==> config.mk <==
export PLATFORM = sky130hd
export DESIGN_NAME = dpr_channel
export DESIGN_NICKNAME = d
export VERILOG_FILES = /design/src/logic/dpr_pkg.sv /design/src/logic/dpr_infl_if.sv /design/src/logic/dpr_infl_cnt.sv /design/src/logic/dpr_channel.sv
export SDC_FILE = /design/constraint.sdc
export NUM_CORES = 1
export LEC_CHECK = 0
export BUFFER_PORTS_ARGS = -buffer_cell sky130_fd_sc_hd__buf_2
export CORE_UTILIZATION = 63
export DETAILED_ROUTE_END_ITERATION = 10
export PLACE_DENSITY = 0.83
export SLEW_MARGIN = 30
export SYNTH_ARGS = -nofsm -noshare
export SYNTH_HDL_FRONTEND = slang
export SYNTH_SLANG_ARGS = --single-unit
==> constraint.sdc <==
create_clock -name clock_i -period 11.62 [get_ports clock_i]
set_input_delay 0.581 -clock clock_i [delete_from_list [all_inputs] [get_ports clock_i]]
set_output_delay 0.581 -clock clock_i [all_outputs]
set_load 0.02 [all_outputs]
==> src/logic/dpr_pkg.sv <==
// Purpose: constants and types for the DMA progress readback block
// Assumes: one clock domain, transfer sizes of 1, 2 or 4 bytes
// Notes: size codes follow the usual byte/half/word encoding
package dpr_pkg;
    localparam int DPR_ADDR_W = 32;
    localparam int DPR_CNT_W = 32;
    localparam int DPR_INFL_W = 4;
    localparam int DPR_MAX_INFL = 8;
    localparam logic [1:0] DPR_SIZE_BYTE = 2'h0;
    localparam logic [1:0] DPR_SIZE_HALF = 2'h1;
    localparam logic [1:0] DPR_SIZE_WORD = 2'h2;
    localparam logic [3:0] DPR_RING_OFF = 4'h0;
    localparam logic [31:0] DPR_ADDR_RST = 32'h0000_0000;
    localparam logic [31:0] DPR_CNT_RST = 32'h0000_0000;

    typedef enum logic [1:0] {
        DPR_IDLE = 2'b00,
        DPR_RUN = 2'b01,
        DPR_DRAIN = 2'b10
    } dpr_state_e;

    // Bytes moved by one transfer of the given size code
    function automatic logic [31:0] dpr_bytes(input logic [1:0] size);
        case (size)
            DPR_SIZE_BYTE: dpr_bytes = 32'h0000_0001;
            DPR_SIZE_HALF: dpr_bytes = 32'h0000_0002;
            default: dpr_bytes = 32'h0000_0004;
        endcase
    endfunction
endpackage

==> src/logic/dpr_infl_if.sv <==
// Purpose: carrier between the channel and one in-flight counter
// Assumes: single clock
// Notes: issue and done are one-cycle pulses
`timescale 1ns/1ps
`default_nettype none
interface dpr_infl_if;
    logic issue;
    logic done;
    logic [3:0] count;
    logic busy;
    modport ctl (output issue, output done, input count, input busy);
    modport cnt (input issue, input done, output count, output busy);
endinterface
`default_nettype wire

==> src/logic/dpr_infl_cnt.sv <==
// Purpose: counts transfers issued to the bus pipeline and not yet completed
// Assumes: done never arrives while the count is zero
// Notes: issue and done in one cycle leave a nonzero count unchanged; at zero the issue still counts
`timescale 1ns/1ps
`default_nettype none
module dpr_infl_cnt
    import dpr_pkg::*;
#(
    parameter int MAX_INFL = DPR_MAX_INFL
) (
    input wire logic clock_i,
    input wire logic rstn_i,
    dpr_infl_if.cnt link
);
    if (MAX_INFL < 1 || MAX_INFL >= (1 << DPR_INFL_W)) begin : g_bad_max_infl
        $error("MAX_INFL out of range");
    end

    logic [DPR_INFL_W-1:0] count_r;
    logic [DPR_INFL_W-1:0] count_nxt;
    // A completion at zero is refused, so an issue beside it still counts
    wire done_live = link.done && (count_r != '0);
    wire up = link.issue && !done_live;
    wire down = done_live && !link.issue;

    assign count_nxt = up ? count_r + 4'h1 : (down ? count_r - 4'h1 : count_r);

    always_ff @(posedge clock_i or negedge rstn_i) begin
        if (!rstn_i) begin
            count_r <= '0;
        end else begin
            count_r <= count_nxt;
        end
    end

    assign link.count = count_r;
    assign link.busy = (count_r != '0);
endmodule
`default_nettype wire

==> src/logic/dpr_channel.sv <==
// Purpose: DMA channel pointers and count with in-flight adjusted readback
// Assumes: bus pipeline strobes are on clock_i; starts only while idle
// Notes: pointer readback keeps the linear correction in every mode
`timescale 1ns/1ps
`default_nettype none
module dpr_channel
    import dpr_pkg::*;
#(
    parameter int MAX_INFL = DPR_MAX_INFL
) (
    input wire logic clock_i,
    input wire logic rstn_i,
    input wire logic start_i,
    input wire logic [31:0] src_start_i,
    input wire logic [31:0] dst_start_i,
    input wire logic [31:0] count_start_i,
    input wire logic [1:0] size_i,
    input wire logic source_step_enable_i,
    input wire logic dest_step_enable_i,
    input wire logic [3:0] ring_size_i,
    input wire logic ring_on_write_i,
    input wire logic rd_issue_i,
    input wire logic rd_done_i,
    input wire logic wr_issue_i,
    input wire logic wr_done_i,
    output logic rd_req_o,
    output logic wr_req_o,
    output logic busy_o,
    output logic [31:0] src_read_o,
    output logic [31:0] dst_read_o,
    output logic [31:0] remaining_transfers_o
);
    if (MAX_INFL < 1 || MAX_INFL >= (1 << DPR_INFL_W)) begin : g_bad_max_infl
        $error("MAX_INFL out of range");
    end

    // ------------------------------------------------------------
    // State
    // ------------------------------------------------------------
    dpr_state_e state_r, state_nxt;
    logic [31:0] src_r, dst_r, rd_left_r, wr_left_r;
    logic [1:0] size_r;
    logic src_step_r, dst_step_r, ring_wr_r;
    logic [3:0] ring_r;

    // One in-flight counter per direction; the two sides complete independently
    dpr_infl_if rd_if ();
    dpr_infl_if wr_if ();

    dpr_infl_cnt #(.MAX_INFL(MAX_INFL)) u_rd_cnt (
        .clock_i(clock_i),
        .rstn_i(rstn_i),
        .link(rd_if.cnt)
    );
    dpr_infl_cnt #(.MAX_INFL(MAX_INFL)) u_wr_cnt (
        .clock_i(clock_i),
        .rstn_i(rstn_i),
        .link(wr_if.cnt)
    );

    // ------------------------------------------------------------
    // Issue gating and pointer stepping
    // ------------------------------------------------------------
    wire running = (state_r == DPR_RUN);
    wire [31:0] step = dpr_bytes(size_r);
    // Issue only accepted while requested and the counter has room
    wire rd_ok = rd_issue_i && rd_req_o;
    wire wr_ok = wr_issue_i && wr_req_o;
    assign rd_if.issue = rd_ok;
    assign rd_if.done = rd_done_i;
    assign wr_if.issue = wr_ok;
    assign wr_if.done = wr_done_i;

    // Wrap keeps the low ring bits moving and freezes the rest
    function automatic logic [31:0] dpr_advance(input logic [31:0] a, input logic [31:0] s,
                                                input logic en, input logic [3:0] ring,
                                                input logic wrap_here);
        logic [31:0] sum;
        logic [31:0] mask;
        sum = a + s;
        mask = (32'h0000_0001 << ring) - 32'h0000_0001;
        if (!en) begin
            dpr_advance = a;
        end else if (wrap_here && ring != DPR_RING_OFF) begin
            dpr_advance = (a & ~mask) | (sum & mask);
        end else begin
            dpr_advance = sum;
        end
    endfunction

    wire [31:0] src_nxt = dpr_advance(src_r, step, src_step_r, ring_r, !ring_wr_r);
    wire [31:0] dst_nxt = dpr_advance(dst_r, step, dst_step_r, ring_r, ring_wr_r);

    // Linear correction, blind to stepping and wrap on purpose
    wire [31:0] rd_infl = {{(32-DPR_INFL_W){1'b0}}, rd_if.count};
    wire [31:0] wr_infl = {{(32-DPR_INFL_W){1'b0}}, wr_if.count};
    wire [31:0] src_corr = src_r - 32'(rd_infl * step);
    wire [31:0] dst_corr = dst_r - 32'(wr_infl * step);
    // Count falls at write issue, so in-flight writes are added back
    wire [31:0] cnt_corr = wr_left_r + wr_infl;

    // Room is judged after this edge's issue, else a held request overshoots the limit
    wire [DPR_INFL_W:0] rd_infl_nxt = {1'b0, rd_if.count} + {{DPR_INFL_W{1'b0}}, rd_ok};
    wire [DPR_INFL_W:0] wr_infl_nxt = {1'b0, wr_if.count} + {{DPR_INFL_W{1'b0}}, wr_ok};
    wire infl_room_rd = (rd_infl_nxt < (DPR_INFL_W + 1)'(MAX_INFL));
    wire infl_room_wr = (wr_infl_nxt < (DPR_INFL_W + 1)'(MAX_INFL));
    wire rd_req_nxt = (state_nxt == DPR_RUN) && (rd_left_r - (rd_ok ? 32'h1 : 32'h0)) != '0
                      && infl_room_rd;
    wire wr_req_nxt = (state_nxt == DPR_RUN) && (wr_left_r - (wr_ok ? 32'h1 : 32'h0)) != '0
                      && infl_room_wr;

    // ------------------------------------------------------------
    // Sequence control
    // ------------------------------------------------------------
    always_comb begin
        state_nxt = state_r;
        case (state_r)
            DPR_IDLE: begin
                if (start_i && count_start_i != '0) begin
                    state_nxt = DPR_RUN;
                end
            end
            DPR_RUN: begin
                if (wr_left_r == '0 || (wr_left_r == 32'h1 && wr_ok)) begin
                    state_nxt = DPR_DRAIN;
                end
            end
            // Idle only once both directions have drained
            DPR_DRAIN: begin
                if (!rd_if.busy && !wr_if.busy) begin
                    state_nxt = DPR_IDLE;
                end
            end
            default: state_nxt = DPR_IDLE;
        endcase
    end

    wire seq_load = (state_r == DPR_IDLE) && start_i;
    wire rd_step = running && rd_ok;
    wire wr_step = running && wr_ok;

    always_ff @(posedge clock_i or negedge rstn_i) begin
        if (!rstn_i) begin
            state_r <= DPR_IDLE;
        end else begin
            state_r <= state_nxt;
        end
    end

    // Mode bits are frozen for the whole sequence
    always_ff @(posedge clock_i or negedge rstn_i) begin
        if (!rstn_i) begin
            size_r <= DPR_SIZE_WORD;
            src_step_r <= 1'b0;
            dst_step_r <= 1'b0;
            ring_r <= DPR_RING_OFF;
            ring_wr_r <= 1'b0;
        end else if (seq_load) begin
            size_r <= size_i;
            src_step_r <= source_step_enable_i;
            dst_step_r <= dest_step_enable_i;
            ring_r <= ring_size_i;
            ring_wr_r <= ring_on_write_i;
        end
    end

    // Each direction keeps its own pointer and transfers left
    always_ff @(posedge clock_i or negedge rstn_i) begin
        if (!rstn_i) begin
            src_r <= DPR_ADDR_RST;
            rd_left_r <= DPR_CNT_RST;
        end else if (seq_load) begin
            src_r <= src_start_i;
            rd_left_r <= count_start_i;
        end else if (rd_step) begin
            src_r <= src_nxt;
            rd_left_r <= rd_left_r - 32'h1;
        end
    end

    always_ff @(posedge clock_i or negedge rstn_i) begin
        if (!rstn_i) begin
            dst_r <= DPR_ADDR_RST;
            wr_left_r <= DPR_CNT_RST;
        end else if (seq_load) begin
            dst_r <= dst_start_i;
            wr_left_r <= count_start_i;
        end else if (wr_step) begin
            dst_r <= dst_nxt;
            wr_left_r <= wr_left_r - 32'h1;
        end
    end

    // ------------------------------------------------------------
    // Registered outputs
    // ------------------------------------------------------------
    // Readbacks trail the internal state by one edge so software sees settled values
    always_ff @(posedge clock_i or negedge rstn_i) begin
        if (!rstn_i) begin
            rd_req_o <= 1'b0;
            wr_req_o <= 1'b0;
            busy_o <= 1'b0;
            src_read_o <= DPR_ADDR_RST;
            dst_read_o <= DPR_ADDR_RST;
            remaining_transfers_o <= DPR_CNT_RST;
        end else begin
            rd_req_o <= rd_req_nxt;
            wr_req_o <= wr_req_nxt;
            busy_o <= (state_nxt != DPR_IDLE);
            src_read_o <= src_corr;
            dst_read_o <= dst_corr;
            remaining_transfers_o <= cnt_corr;
        end
    end
endmodule
`default_nettype wire

# Word-level counts from Yosys, hierarchy flattened
# Cells that the tools add are included.
# W data, S select, Z words.
# word_totals
wordCells,120
register_bits,246
input_bits,112
# op_classes
n_mul,2
add_sub_neg,16
bitwise_logic,7
n_eq_ne,5
shifts,1
order_cmp,2
reduce_logical,46
mux,23
# op_table
operator,count
$mux W32,12
$and A32 B32 Y32,4
$reduce_bool A32 Y1,3
$sub A32 B1 Y32 const B,3
$add A32 B32 Y32,2
$mul A4 B32 Y32,2
$or A32 B32 Y32,2
$sub A32 B1 Y32,2
$sub A32 B32 Y32,2
$add A32 B4 Y32,1
$eq A32 B1 Y1 const B,1
$logic_not A32 Y1,1
$not A32 Y32,1
$shl A1 B4 Y32 const A,1
$logic_and A1 B1 Y1,20
$mux W4,4
$reduce_bool A2 Y1,7
$reduce_bool A4 Y1,3
$add A4 B1 Y5,2
$lt A5 B4 Y1 const B,2
$add A4 B1 Y4 const B,2
$sub A4 B1 Y4 const B,2
$logic_not A1 Y1,7
$eq A2 B1 Y1 const B,3
other kinds (8),13

# Depth between registers and ports, before layout
# depth
word_depth,9
ltp_mapped,14
depth_no_buf,13

# Modules after synthesis
# Synthesis repeated with hierarchy kept, for this count alone.
# hier_totals
hier_cells,1661
area_unflattened_um2,14910.6
# by_module_without_submodules
mod,area_each_um2,cells_each,instances
dpr_channel,14279.9,1601,1
dpr_infl_cnt,315.3,30,2

# Worst setup path after synthesis
# No wires, ideal clock.
# synth_timing
path_kind,register to register
from,register size_r[0]
to,register dst_read_o[12]
setup_slack_ns,7.851
setup_time_ns,0.123
arrival_time_ns,3.646
stages_incl_launch_ff,15
cell_sequence,dfrtp_1 -> nor2b_1 -> clkbuf_1 -> nand2_1 -> fa_1 -> inv_1 -> fa_1 -> inv_1 -> ha_1 -> a21o_1 -> a21oi_1 -> o21ai_1 -> or3_1 -> or3_1 -> xnor2_1
# synth_via
elab_chain_len,4
elab_cells_between_ends,5
cone_classes,add/sub: 1; mul: 1; eq/ne: 1; mux: 1; reduce/logical: 1
# synth_rtl
element,line,text
"start, declared",dpr_channel.sv:42,logic [1:0] size_r;
"start signal, assigned",dpr_channel.sv:159,size_r <= size_i;
$eq A2 B1 Y1 or $logic_not A2 Y1 (tied branches),dpr_pkg.sv:24,case (size)
$pmux W3 S2 *,dpr_pkg.sv:24,
$mul A4 B32 Y32 *,dpr_channel.sv:98,wire [31:0] dst_corr = dst_r - 32'(wr_infl * step);
$sub A32 B32 Y32 *,dpr_channel.sv:98,
net dst_corr[12],dpr_channel.sv:98,
"end signal, assigned",dpr_channel.sv:211,dst_read_o <= dst_corr;
"end, declared",dpr_channel.sv:30,"output logic [31:0] dst_read_o,"
# Mark *: on every way through the listed nets, which the timed path passes. The rest lies on a longest branch.
# A chain may end at the register's enable or synchronous reset.

# Final worst setup path
# layout_timing
from,register size_r[1]
to,register src_read_o[12]
# layout_via
elab_chain_len,4
elab_cells_between_ends,5
cone_classes,add/sub: 1; mul: 1; eq/ne: 1; mux: 1; reduce/logical: 1
# layout_rtl
element,line,text
$eq A2 B1 Y1 or $logic_not A2 Y1 (tied branches),dpr_pkg.sv:24,
$pmux W3 S2 *,dpr_pkg.sv:24,
$mul A4 B32 Y32 *,dpr_channel.sv:97,wire [31:0] src_corr = src_r - 32'(rd_infl * step);
$sub A32 B32 Y32 *,dpr_channel.sv:97,
net src_corr[12],dpr_channel.sv:97,
"end signal, assigned",dpr_channel.sv:210,src_read_o <= src_corr;
"end, declared",dpr_channel.sv:29,"output logic [31:0] src_read_o,"
# Marked as above.

==> reports/results.tsv <==
stage	metric	value	unit
status	outcome	finished, final reports clean	
route	drc	0	
die	initial_core_util	0.649	
synthesis	synth_edf_count	0	
synthesis	ys_async_sr_fraction	1.00	
place	numPortBuffers	210	
synthesis	synth_fa_ha_area_frac	0.0592	
timing	worst_slew_pin_slew	891	ps
worst_setup_path	worstPathArrival	4890	ps
global_route	grt_pass1_vias	13000	
worst_setup_path	critical_path_class	flop to flop	
timing	rsz0062_at_grt	no	
synthesis	synthXorXnorAreaFrac	0.0868	
route	drt_wl_total	42.0	mm
clocking	clkTransAtPathRegs	60	ps
die	chipWidth	155	um
worst_setup_path	reg2reg_to	src_read_o[12]	
synthesis	yosys.area_share.simple	0.244	
clocking	cts_buffer_depth	3	
synthesis	netlist_instances	1684	
timing	finalCritPeriodShare	0.385	
route	routedWlPerCell	19.3	um
synthesis	ys_warn_count	0	
place	dp_hpwl	30.3	mm
route	vias_per_cell	6.24	
route	postRouteAntennaNets	0	
power_and_ir_drop	leakage	7.48	nW
clocking	cts_setup_buffers	0	
synthesis	syn_area	14800	um^2
global_route	grt_use_total	0.350	
worst_setup_path	start_kind	flop	
hold_path	hold_class	input pin to asynchronous set/reset pin	
worst_setup_path	worstPathRequired	12040	ps
worst_setup_path	cp_max_fo	16	
worst_setup_path	end_kind	flop	
worst_setup_path	reg2reg_slack	7140	ps
clocking	clkLatencyLatePin	540	ps
synthesis	ys_ff_latch	246	
final_layout	drive_gt1_frac	0.165	
global_route	grt_max_degree	94	
synthesis	avgSynthCellArea	8.81	um^2
power_and_ir_drop	max-vdd-ir-drop	0.000159	V
synthesis	synthesis.nets	1856	
die	ios	211	
die	die-height	155	um
die	dieArea	24200	um^2
synthesis	synthMuxAreaShare	0.00793	
clocking	cts_hold_buf	0	
synthesis	synth_compound_area_frac	0.148	
clocking	cts_root_buf	clkbuf_16	
final_layout	num-nets-final	2012	
die	fp-row-count	55	
timing	finalCriticalPeriod	4480	ps
timing	finalSetupViolations	0	
power_and_ir_drop	power_density	284	nW/um^2
timing	slew_headroom	0.400	
final_layout	finalInstanceArea	16900	um^2
route	vias	13600	
global_route	grt_pass1_wl	67.0	mm
final_layout	area_growth	14.2	%
die	fp.coreArea	22800	um^2
worst_setup_path	r2r_start	size_r[1]	
global_route	antenna_found_initial	2	
synthesis	synth-seq-area-share	0.415	
place	routabilityCongestion	0.975	
clocking	cts_inserted_buffers	26	
timing	hold_viol	0	
timing	slew_violations	0	
timing	clock_skew	13.7	ps
global_route	grt_overflow	0	
route	drt_iter0_markers	1258	
clocking	cts_tree	yes	
clocking	clkSinkCount	246	
timing	timing.fmax	223	MHz
clocking	cts_resized	0	
final_layout	num-fill-cells	1740	
synthesis	synth_cell_type_count	83	
job	max_cap_violations	0	
synthesis	synth_top_family_by_area	simple AND/OR/NAND/NOR gates	
clocking	htree_levels	1	
timing	tns	0	ps
route	firstDrtPassIters	7	
synthesis	synthFlopType	dfrtp_1	
worst_setup_path	reg2reg_depth	13	
place	place_area	16000	um^2
[cell type report]
type                    count  area (um^2)  share of cell area
multi-input cells        1286         8120               0.479
flip-flops and latches    246         6160               0.363
repair buffers            219         1160              0.0682
clock buffers              37          773              0.0456
well taps                 313          392              0.0231
inverters                  61          229              0.0135
clock inverters            11          120             0.00709
diodes                      1         2.50            0.000148
[worst max path at each step]
stage | startpoint | endpoint | slack (ps) | cells past startpoint
after floorplan | size_r[0] | dst_read_o[12] | 7850 | 14
after global placement | size_r[1] | src_read_o[12] | 7330 | 13
after detailed placement | size_r[1] | src_read_o[12] | 7240 | 13
after CTS | size_r[1] | src_read_o[12] | 7210 | 13
after global routing | size_r[1] | src_read_o[12] | 6820 | 13
final | size_r[1] | src_read_o[12] | 7140 | 13
[layout by cell type (no fill, tap or decap), drive strengths merged, types with 24 or more instances in the layout]
master	n
dfrtp	245
nand2	237
buf	219
nor2	127
o21ai	114
a21oi	103
xnor2	90
nand3	72
inv	62
xor2	57
nor3	51
ha	43
nor4	43
clkbuf	37
o211ai	26
or3	25
and3	24
[power by group]
part	total [mW]	leakage (nW)	switching, mW	internal, mW
logic	2.26	4.03	1.36	0.903
clock network	0.861	0.434	0.352	0.509
registers	1.69	3.02	0.464	1.22
[per-stage QoR]
stage | instances | util | total power [mW] | hold WS, ps | setup slack [ps]
after floorplan | 1684 | - | 3.22 | 285 | 7850
after global placement | 2124 | 0.701 | 3.83 | 474 | 7330
after detailed placement | 2125 | 0.702 | 3.89 | 476 | 7240
after CTS | 2173 | 0.741 | 4.78 | 52.9 | 7210
after global routing | 2174 | 0.742 | 5.13 | 76.7 | 6820
final | 2174 | 0.742 | 4.81 | 23.3 | 7140
[layer usage]
layer / vias to the layer above / routed length (um) / track usage
li1: 6255 / - / -
met1: 6496 / 16600 / 0.453
met2: 667 / 20000 / 0.576
met3: 142 / 3250 / 0.0501
met4: 2 / 2110 / 0.174
met5: - / 11 / 0
[worst max-delay path, cell delays in order (launching register included)]
cell,delay [ps]
dfstp_2,450
nor2b_1,700
nand2_1,170
fa_1,540
inv_1,60
fa_1,490
inv_1,40
ha_1,340
a21oi_1,220
o21bai_1,100
a21oi_1,530
o21ai_0,230
or3_1,360
xnor2_1,130
[synthesized netlist by cell type (all sizes together) (26+ instances only)]
cell type | n | area, um^2
clkbuf | 73 | 275
nor3 | 51 | 270
xnor2 | 90 | 788
o211ai | 26 | 195
dfrtp | 245 | 6130
nand2 | 237 | 892
inv | 61 | 229
o21ai | 114 | 571
nor2 | 127 | 492
ha | 43 | 538
a21oi | 103 | 515
xor2 | 57 | 499
nor4 | 43 | 300
nand3 | 72 | 360
[cell families after synthesis]
logic type	after synthesis
AOI/OAI and AO/OA	355
xor gates and xnor gates	147
adders and majority gates	60
buffers and inverters	152
DFF	246
muxes	11
and+or+nand+nor	713
No activity file was read; power rests on OpenSTA's default activity.
